--- src/verilog/bqf_pkg.sv ---
// Package of constants and types for the block data query and fault notice engine.
package bqf_pkg;
   // ----------------------------------------------------------------
   // Subfunction codes
   // ----------------------------------------------------------------
   localparam logic [7:0] SFC_QUERY = 8'h0c;
   localparam logic [7:0] SFC_ANSWER = 8'h0d;
   localparam logic [7:0] SFC_FAULT = 8'h0f;
   // ----------------------------------------------------------------
   // Datagram layout and limits
   // ----------------------------------------------------------------
   localparam int PIECE_BYTES = 16;
   localparam logic [7:0] PIECE_LEN = 8'h10;
   localparam logic [7:0] MAX_LEN = 8'h80;
   localparam int DATA_BYTES = 256;
   localparam logic [7:0] RED_DEV_A = 8'h1e;
   localparam logic [7:0] RED_DEV_B = 8'h1f;
   // ----------------------------------------------------------------
   // Block I/O configuration codes
   // ----------------------------------------------------------------
   localparam logic [1:0] IOCFG_IN = 2'h1;
   localparam logic [1:0] IOCFG_OUT = 2'h2;
   localparam logic [1:0] IOCFG_MIX = 2'h3;
   // ----------------------------------------------------------------
   // Fault description bits with family restrictions
   // ----------------------------------------------------------------
   localparam int DESC_FAILED_SWITCH = 0;
   localparam int DESC_FEEDBACK = 7;
   localparam logic [7:0] DESC_UNUSED_AOUT = 8'h06;
   localparam logic [7:0] DESC_UNUSED_AIN = 8'h18;
   // ----------------------------------------------------------------
   // Block families and sequencer states
   // ----------------------------------------------------------------
   typedef enum logic [2:0] {
      FAM_DISCRETE, FAM_HSC, FAM_ANALOG, FAM_CS_AIO, FAM_CS_AOUT, FAM_CS_AIN, FAM_RTD_TC, FAM_GATE_ARRAY
   } bqf_family_e;
   typedef enum logic [2:0] {
      ST_IDLE, ST_ANS_HDR, ST_ANS_DATA, ST_FLT_HDR, ST_FLT_DATA, ST_FLT_NEXT
   } bqf_state_e;
endpackage : bqf_pkg
--- src/verilog/bqf_engine.sv ---
// Block data query answer and fault notice transmitter.
`timescale 1ns/10ps
module bqf_engine (
   input wire logic I_CLK,
   input wire logic I_RESETN,
   input wire logic I_SCAN,
   input wire logic I_RX_VALID,
   input wire logic [7:0] I_RX_SFC,
   input wire logic [7:0] I_RX_B0,
   input wire logic [7:0] I_RX_B1,
   input wire logic [7:0] I_RX_SRC,
   input wire logic I_MON_SET,
   input wire logic [7:0] I_MON_DEV,
   input wire logic I_MEM_WE,
   input wire logic [7:0] I_MEM_ADDR,
   input wire logic [7:0] I_MEM_WDATA,
   input wire logic I_FAULT,
   input wire logic [7:0] I_FAULT_TYPE,
   input wire logic [7:0] I_FAULT_DESC,
   input wire logic [7:0] I_FAULT_CFG,
   input wire logic I_BLOCK_FAULT,
   input wire bqf_pkg::bqf_family_e I_FAMILY,
   input wire logic [1:0] I_IOCFG,
   input wire logic I_REDUNDANT,
   input wire logic [7:0] I_CTRL_DEV,
   output logic O_TX_START,
   output logic O_TX_VALID,
   output logic [7:0] O_TX_BYTE,
   output logic [7:0] O_TX_SFC,
   output logic [7:0] O_TX_DEST,
   output logic O_TX_END,
   output logic O_BUSY,
   output logic O_FAULT_DROP
);
   import bqf_pkg::*;

   logic [7:0] mem [DATA_BYTES];
   bqf_state_e state_ff;
   logic [7:0] q_off_ff, q_len_ff, q_dst_ff, sent_ff, piece_ff;
   logic [1:0] hdr_ff, idx_ff;
   logic [7:0] pay_ff [3];
   logic pend_ff, mon_vld_ff, wait_scan_ff;
   logic [7:0] mon_dev_ff;
   logic [7:0] p0, p1, p2, nxt_dest;
   logic [1:0] ncopy;

   // ----------------------------------------------------------------
   // Query data memory
   // ----------------------------------------------------------------
   always_ff @(posedge I_CLK) begin
      if (I_MEM_WE) begin
         mem[I_MEM_ADDR] <= I_MEM_WDATA;
      end
   end

   // ----------------------------------------------------------------
   // Monitor assignment
   // ----------------------------------------------------------------
   always_ff @(posedge I_CLK or negedge I_RESETN) begin
      if (!I_RESETN) begin
         mon_vld_ff <= 1'b0;
         mon_dev_ff <= 8'h00;
      end else if (I_MON_SET) begin
         mon_vld_ff <= 1'b1;
         mon_dev_ff <= I_MON_DEV;
      end
   end

   // ----------------------------------------------------------------
   // Fault payload formation per block family
   // ----------------------------------------------------------------
   always_comb begin
      p0 = I_FAULT_TYPE;
      p1 = I_FAULT_DESC;
      p2 = I_BLOCK_FAULT ? {6'h00, I_IOCFG} : I_FAULT_CFG;
      case (I_FAMILY)
         FAM_HSC: p1 = I_FAULT_DESC & (8'h01 << DESC_FAILED_SWITCH);
         FAM_CS_AIO: p1 = I_FAULT_DESC;
         FAM_CS_AOUT: p1 = I_FAULT_DESC & ~DESC_UNUSED_AOUT;
         FAM_CS_AIN: p1 = I_FAULT_DESC & ~DESC_UNUSED_AIN & ~(8'h01 << DESC_FEEDBACK);
         FAM_RTD_TC: begin
            p1 = I_FAULT_DESC & ~(8'h01 << DESC_FEEDBACK);
            p2 = {I_FAULT_CFG[7:2], IOCFG_IN};
         end
         FAM_GATE_ARRAY: begin
            p1 = I_FAULT_DESC & ~(8'h01 << DESC_FEEDBACK);
            p2 = 8'h00;
         end
         default: p1 = I_FAULT_DESC & ~(8'h01 << DESC_FEEDBACK);
      endcase
   end

   // ----------------------------------------------------------------
   // Copy destinations: controller(s) first, then monitor
   // ----------------------------------------------------------------
   always_comb begin
      ncopy = I_REDUNDANT ? 2'd2 : 2'd1;
      nxt_dest = I_CTRL_DEV;
      if (idx_ff == 2'd0) begin
         nxt_dest = I_REDUNDANT ? RED_DEV_A : I_CTRL_DEV;
      end else if (idx_ff == 2'd1 && I_REDUNDANT) begin
         nxt_dest = RED_DEV_B;
      end else begin
         nxt_dest = mon_dev_ff;
      end
   end

   // ----------------------------------------------------------------
   // Datagram sequencer
   // ----------------------------------------------------------------
   always_ff @(posedge I_CLK or negedge I_RESETN) begin
      if (!I_RESETN) begin
         state_ff <= ST_IDLE;
         q_off_ff <= 8'h00;
         q_len_ff <= 8'h00;
         q_dst_ff <= 8'h00;
         sent_ff <= 8'h00;
         piece_ff <= 8'h00;
         hdr_ff <= 2'd0;
         idx_ff <= 2'd0;
         pend_ff <= 1'b0;
         wait_scan_ff <= 1'b0;
         pay_ff[0] <= 8'h00;
         pay_ff[1] <= 8'h00;
         pay_ff[2] <= 8'h00;
         O_TX_START <= 1'b0;
         O_TX_VALID <= 1'b0;
         O_TX_BYTE <= 8'h00;
         O_TX_SFC <= 8'h00;
         O_TX_DEST <= 8'h00;
         O_TX_END <= 1'b0;
         O_BUSY <= 1'b0;
         O_FAULT_DROP <= 1'b0;
      end else begin
         O_TX_START <= 1'b0;
         O_TX_VALID <= 1'b0;
         O_TX_END <= 1'b0;
         O_FAULT_DROP <= 1'b0;
         if (I_FAULT) begin
            if (pend_ff || state_ff inside {ST_FLT_HDR, ST_FLT_DATA, ST_FLT_NEXT}) begin
               O_FAULT_DROP <= 1'b1;
            end else begin
               pend_ff <= 1'b1;
               pay_ff[0] <= p0;
               pay_ff[1] <= p1;
               pay_ff[2] <= p2;
            end
         end
         case (state_ff)
            ST_IDLE: begin
               O_BUSY <= 1'b0;
               if (I_SCAN && pend_ff) begin
                  // A fault in this same cycle was dropped above, so nothing stays pending.
                  pend_ff <= 1'b0;
                  idx_ff <= 2'd0;
                  hdr_ff <= 2'd0;
                  O_BUSY <= 1'b1;
                  state_ff <= ST_FLT_DATA;
                  O_TX_START <= 1'b1;
                  O_TX_SFC <= SFC_FAULT;
                  O_TX_DEST <= nxt_dest;
               end else if (I_RX_VALID && I_RX_SFC == SFC_QUERY) begin
                  q_off_ff <= I_RX_B0;
                  q_len_ff <= (I_RX_B1 > MAX_LEN) ? MAX_LEN : I_RX_B1;
                  q_dst_ff <= I_RX_SRC;
                  sent_ff <= 8'h00;
                  O_BUSY <= 1'b1;
                  state_ff <= ST_ANS_HDR;
                  wait_scan_ff <= 1'b0;
               end
            end
            ST_ANS_HDR: begin
               if (!wait_scan_ff || I_SCAN) begin
                  wait_scan_ff <= 1'b0;
                  O_TX_START <= 1'b1;
                  O_TX_SFC <= SFC_ANSWER;
                  O_TX_DEST <= q_dst_ff;
                  hdr_ff <= 2'd0;
                  piece_ff <= 8'h00;
                  state_ff <= ST_ANS_DATA;
               end
            end
            ST_ANS_DATA: begin
               O_TX_VALID <= 1'b1;
               if (hdr_ff == 2'd0) begin
                  O_TX_BYTE <= q_off_ff;
                  hdr_ff <= 2'd1;
               end else if (hdr_ff == 2'd1) begin
                  O_TX_BYTE <= q_len_ff;
                  hdr_ff <= 2'd2;
                  if (q_len_ff == 8'h00) begin
                     O_TX_END <= 1'b1;
                     state_ff <= ST_IDLE;
                  end
               end else begin
                  O_TX_BYTE <= mem[8'(q_off_ff + sent_ff)];
                  sent_ff <= sent_ff + 8'h01;
                  piece_ff <= piece_ff + 8'h01;
                  if (sent_ff + 8'h01 == q_len_ff) begin
                     O_TX_END <= 1'b1;
                     state_ff <= ST_IDLE;
                  end else if (piece_ff + 8'h01 == PIECE_LEN) begin
                     O_TX_END <= 1'b1;
                     wait_scan_ff <= 1'b1;
                     state_ff <= ST_ANS_HDR;
                  end
               end
            end
            ST_FLT_DATA: begin
               O_TX_VALID <= 1'b1;
               O_TX_BYTE <= pay_ff[hdr_ff];
               hdr_ff <= hdr_ff + 2'd1;
               if (hdr_ff == 2'd2) begin
                  O_TX_END <= 1'b1;
                  hdr_ff <= 2'd0;
                  // The copy index restarts so that the next notice begins at the first destination.
                  if (idx_ff + 2'd1 < ncopy + {1'b0, mon_vld_ff}) begin
                     idx_ff <= idx_ff + 2'd1;
                     state_ff <= ST_FLT_NEXT;
                  end else begin
                     idx_ff <= 2'd0;
                     state_ff <= ST_IDLE;
                  end
               end
            end
            ST_FLT_NEXT: begin
               if (I_SCAN) begin
                  O_TX_START <= 1'b1;
                  O_TX_SFC <= SFC_FAULT;
                  O_TX_DEST <= nxt_dest;
                  state_ff <= ST_FLT_DATA;
               end
            end
            default: state_ff <= ST_IDLE;
         endcase
      end
   end
endmodule : bqf_engine

--- config.mk ---
export PLATFORM = sky130hd
export DESIGN_NAME = bqf_engine
export DESIGN_NICKNAME = d
export VERILOG_FILES = /design/src/verilog/bqf_pkg.sv /design/src/verilog/bqf_engine.sv
export SDC_FILE = /design/constraint.sdc
export NUM_CORES = 2
export LEC_CHECK = 0
export BUFFER_PORTS_ARGS = -buffer_cell sky130_fd_sc_hd__buf_2
export CORE_ASPECT_RATIO = 0.9
export CORE_MARGIN = 2
export CORE_UTILIZATION = 36
export DETAILED_ROUTE_END_ITERATION = 10
export GPL_TIMING_DRIVEN = 0
export SLEW_MARGIN = 20
export SYNTH_ARGS = -nofsm -noshare
export SYNTH_HDL_FRONTEND = slang
export SYNTH_SLANG_ARGS = --single-unit
--- constraint.sdc ---
create_clock -name I_CLK -period 3.5 [get_ports I_CLK]
set_input_delay 0 -clock I_CLK [delete_from_list [all_inputs] [get_ports I_CLK]]
set_output_delay 0 -clock I_CLK [all_outputs]
set_load 0.01 [all_outputs]
==> flow_summary.json <==
{
  "yosys.area.top_type": "edfxtp_1",
  "crit_fanout": 10,
  "fin_nets": 4991,
  "clock.fmax_mhz": 246,
  "slew_viol_final": 0,
  "core_um2": 236000,
  "grt_max_degree": 141,
  "min_path_cells": 3,
  "ir_worst_vdd_mv": 0.586,
  "grt_first_pass_wirelength_mm": 365,
  "p_leak_uw": 0.0326,
  "synth_top_family_by_area": "multiplexers",
  "drt_iter0_markers": 7352,
  "final-hold-violation-count": 0,
  "htree_levels": 4,
  "post-route-period-util": 1.16,
  "clk_latency_ps": 860,
  "drt_first_pass_iters": 8,
  "synth_top_area_frac": 0.718,
  "async_reset_ff_frac": 0.0488,
  "drc": 0,
  "die_area_um2": 242000,
  "ys_warn_count": 0,
  "netlist_instances": 4302,
  "gr-usage-all-layers": 0.215,
  "cts_root_buf": "clkbuf_16",
  "slowest_stage": "clkbuf_2",
  "io_buffers": 119,
  "seq_power_share": 0.354,
  "ys_ff_latch": 2153,
  "status": "finished with violations",
  "synth-xor-area-share": 0.00307,
  "switchingPower_uw": 29000,
  "max_stage_delay_ps": 510,
  "violations": "negative setup slack",
  "clock_sinks": 2153,
  "p_comb_frac": 0.383,
  "grt_overflow_total": 0,
  "antenna_found_initial": 20,
  "detailed_place_hpwl_mm": 180,
  "startpoint_type": "flop",
  "synth_compound_area_frac": 0.0184,
  "power.density_nw_per_um2": 804,
  "viasPerCell": 5.71,
  "reg2reg_depth": 12,
  "synth_edf_count": 2048,
  "dp_slack_ps": -2300,
  "tritoncts": "done",
  "period_needed_ps": 4070,
  "slew_headroom": 0.205,
  "area_growth_pct": 18.8,
  "worstSetupPathType": "reg -> reg",
  "maxCapViolCount": 0,
  "synth-seq-area-share": 0.749,
  "drtAntennaViolNets": 0,
  "finalWirelength_mm": 264,
  "netSwitchingFraction": 0.355,
  "cp-end-kind": "flop",
  "path_cells": "ha_4 > a21oi_2 > a21oi_4 > buf_4 > nor2_4 > clkbuf_4 > clkbuf_2 > a31oi_2 > a32oi_1 > a31oi_4 > nand4_1 > a31oi_1",
  "vias": 46929,
  "synth.area.top_cells": "edfxtp_1, mux4_2, dfrtp_1",
  "grt_setup_unrepaired": "yes",
  "cp.arrival_ps": 4780,
  "syn_area_per_cell_um2": 19.9,
  "netlist_area_um2": 85600,
  "clock_path_buffers": 3,
  "first_global_vias": 45902,
  "synth-simple-area-share": 0.0455,
  "rows": 169,
  "clock_skew_ps": 51.7,
  "die_w_um": 518,
  "synthMuxAreaShare": 0.165,
  "synthAdderAreaFrac": 0.00228,
  "power_uw": 81700,
  "start_util": 0.363,
  "die_y_um": 467,
  "drive_above_1_share": 0.274,
  "io_pins": 131,
  "clk_pin_slew_ps": 60,
  "min_path_type": "in -> reg",
  "synthFlopType": "edfxtp_1",
  "ys_types": 74,
  "worst_pin_slew_ps": 1190,
  "finalSetupViolCount": 8,
  "wl_per_cell_um": 32.2,
  "hold_slack_ps": 82.9,
  "cts_buffers": 204,
  "place_congestion": 0.955,
  "power.share.clock": 0.263,
  "worst-endpoint-required_ps": 4210,
  "p_int_uw": 52700,
  "layout_setup_ws_ps": -572
}
## cell families after synthesis
family,Yosys count
flip-flops,2153
AND/OR/NAND/NOR,906
multiplexers,694
buffers and inverters,272
AO/OA/AOI/OAI,234
XOR/XNOR,27
adder cells (fa/ha/maj),15
other,1
## placed cells by master (no fill, tap or decap), types with 17 or more instances in the layout
cell           instances
a21oi_1               41
nand3_1              120
edfxtp_1            2048
dfrtp_1              102
clkbuf_2              28
nor2_1               322
o21ai_0               64
mux4_2               571
buf_12                35
clkbuf_16            214
clkinv_1              51
buf_16                40
mux2_2                43
mux2i_1               70
buf_6                 51
and3_1                17
buf_8                 29
dlygate4sd3_1        175
nand4_1               23
buf_2                116
nand2_1              313
clkinv_2              28
clkbuf_1             116
buf_4                 53
## worst max-delay path, delay by kind of cell, from the launching register on
kind	cells	cell delay, ps
compound gates	6	1240
fa+ha+maj	1	290
buf+inv	3	1140
flops	1	480
simple gates	2	740
## registers in the layout (all words and copies together), names as in the netlist
signal and flops:
O_BUSY 1, O_FAULT_DROP 1, O_TX_BYTE 8, O_TX_DEST 8, O_TX_END 1, O_TX_SFC 2, O_TX_START 1, O_TX_VALID 1
hdr_ff 2, idx_ff 2, mem 2048, mon_dev_ff 8, mon_vld_ff 1, pay_ff 24, pend_ff 1, piece_ff 8
q_dst_ff 8, q_len_ff 8, q_off_ff 8, sent_ff 8, state_ff 3, wait_scan_ff 1
## path summary, 6_finish.rpt
path | startpoint | end | slack [ps]
worst max-delay path | sent_ff[2]$_DFFE_PN0P_ | O_TX_BYTE[0]$_DFFE_PN0P_ | -570
max in group asynchronous | I_RESETN | sent_ff[1]$_DFFE_PN0P_ | 2650
min in group asynchronous | I_RESETN | O_TX_SFC[2]$_DFFE_PN0P_ | 210
worst min register to register | mon_vld_ff$_DFFE_PN0P_ | mon_vld_ff$_DFFE_PN0P_ | 470
worst min-delay path | I_MEM_ADDR[4] | mem[48][6]$_DFFE_PP_ | 80
worst max register to register | sent_ff[2]$_DFFE_PN0P_ | O_TX_BYTE[0]$_DFFE_PN0P_ | -570
## timing repair
action	4_1_cts	5_1_grt
hold buffers	176	0
setup buffers	19	12
cloned	1	0
setup endpoints to repair	8	8
endpoints found under the hold margin	1985	0
resized for setup	373	123
pin swaps	24	30
## final cells by class
class	count	area, µm²
antenna	8	20.0
sequential	2153	64100
clock buffer	268	5460
multi-input combinational	1880	20800
timing repair buffer	364	3750
inverter	12	45.0
tap	3163	3960
buffer	259	2600
clock inverter	108	905
fill	20310	134000
## metrics by stage
| step | area, µm² | setup TNS (ps) | std cells | util |
|---|---|---|---|---|
| global placement | 90200 | -1293490 | 7587 | 0.382 |
| CTS | 101000 | -3520 | 8195 | 0.428 |
| floorplan | 85600 | 0 | 4305 | - |
| finish | 102000 | -3780 | 8215 | 0.431 |
| global route | 102000 | -3640 | 8211 | 0.431 |
| detailed placement | 91300 | -15870 | 7624 | 0.387 |
## power by group through the flow
stage                     combinational [µW]  clock (µW)  sequential (µW)
final                                  31300       21500            29000
after global routing                   31900       22600            29000
after CTS                              29700       21700            28900
after detailed placement               27000           0            29500
after global placement                 26600           0            29600
after floorplan                        15200           0            29400
## layer usage
metal,track usage,vias to the layer above,part of all wire
li1,-,18685,-
met1,0.302,25029,0.40
met2,0.323,2790,0.44
met3,0.0643,417,0.12
met4,0.0674,8,0.034
met5,0,-,0.0012
## Yosys cell counts (all sizes together), types with 10 or more instances
master / number
and3: 18
o221ai: 10
mux2: 43
o22ai: 10
mux4: 571
mux2i: 80
edfxtp: 2048
xor2: 13
a211oi: 16
nor2b: 12
a21oi: 51
nand2: 317
dfrtp: 105
nand2b: 16
xnor2: 14
o21ai: 64
nand4: 23
clkbuf: 127
nor2: 335
nor3b: 10
ha: 14
nor3: 17
nand3: 129
a31oi: 23
buf: 133
inv: 12
(Power assumes the default switching activity.)
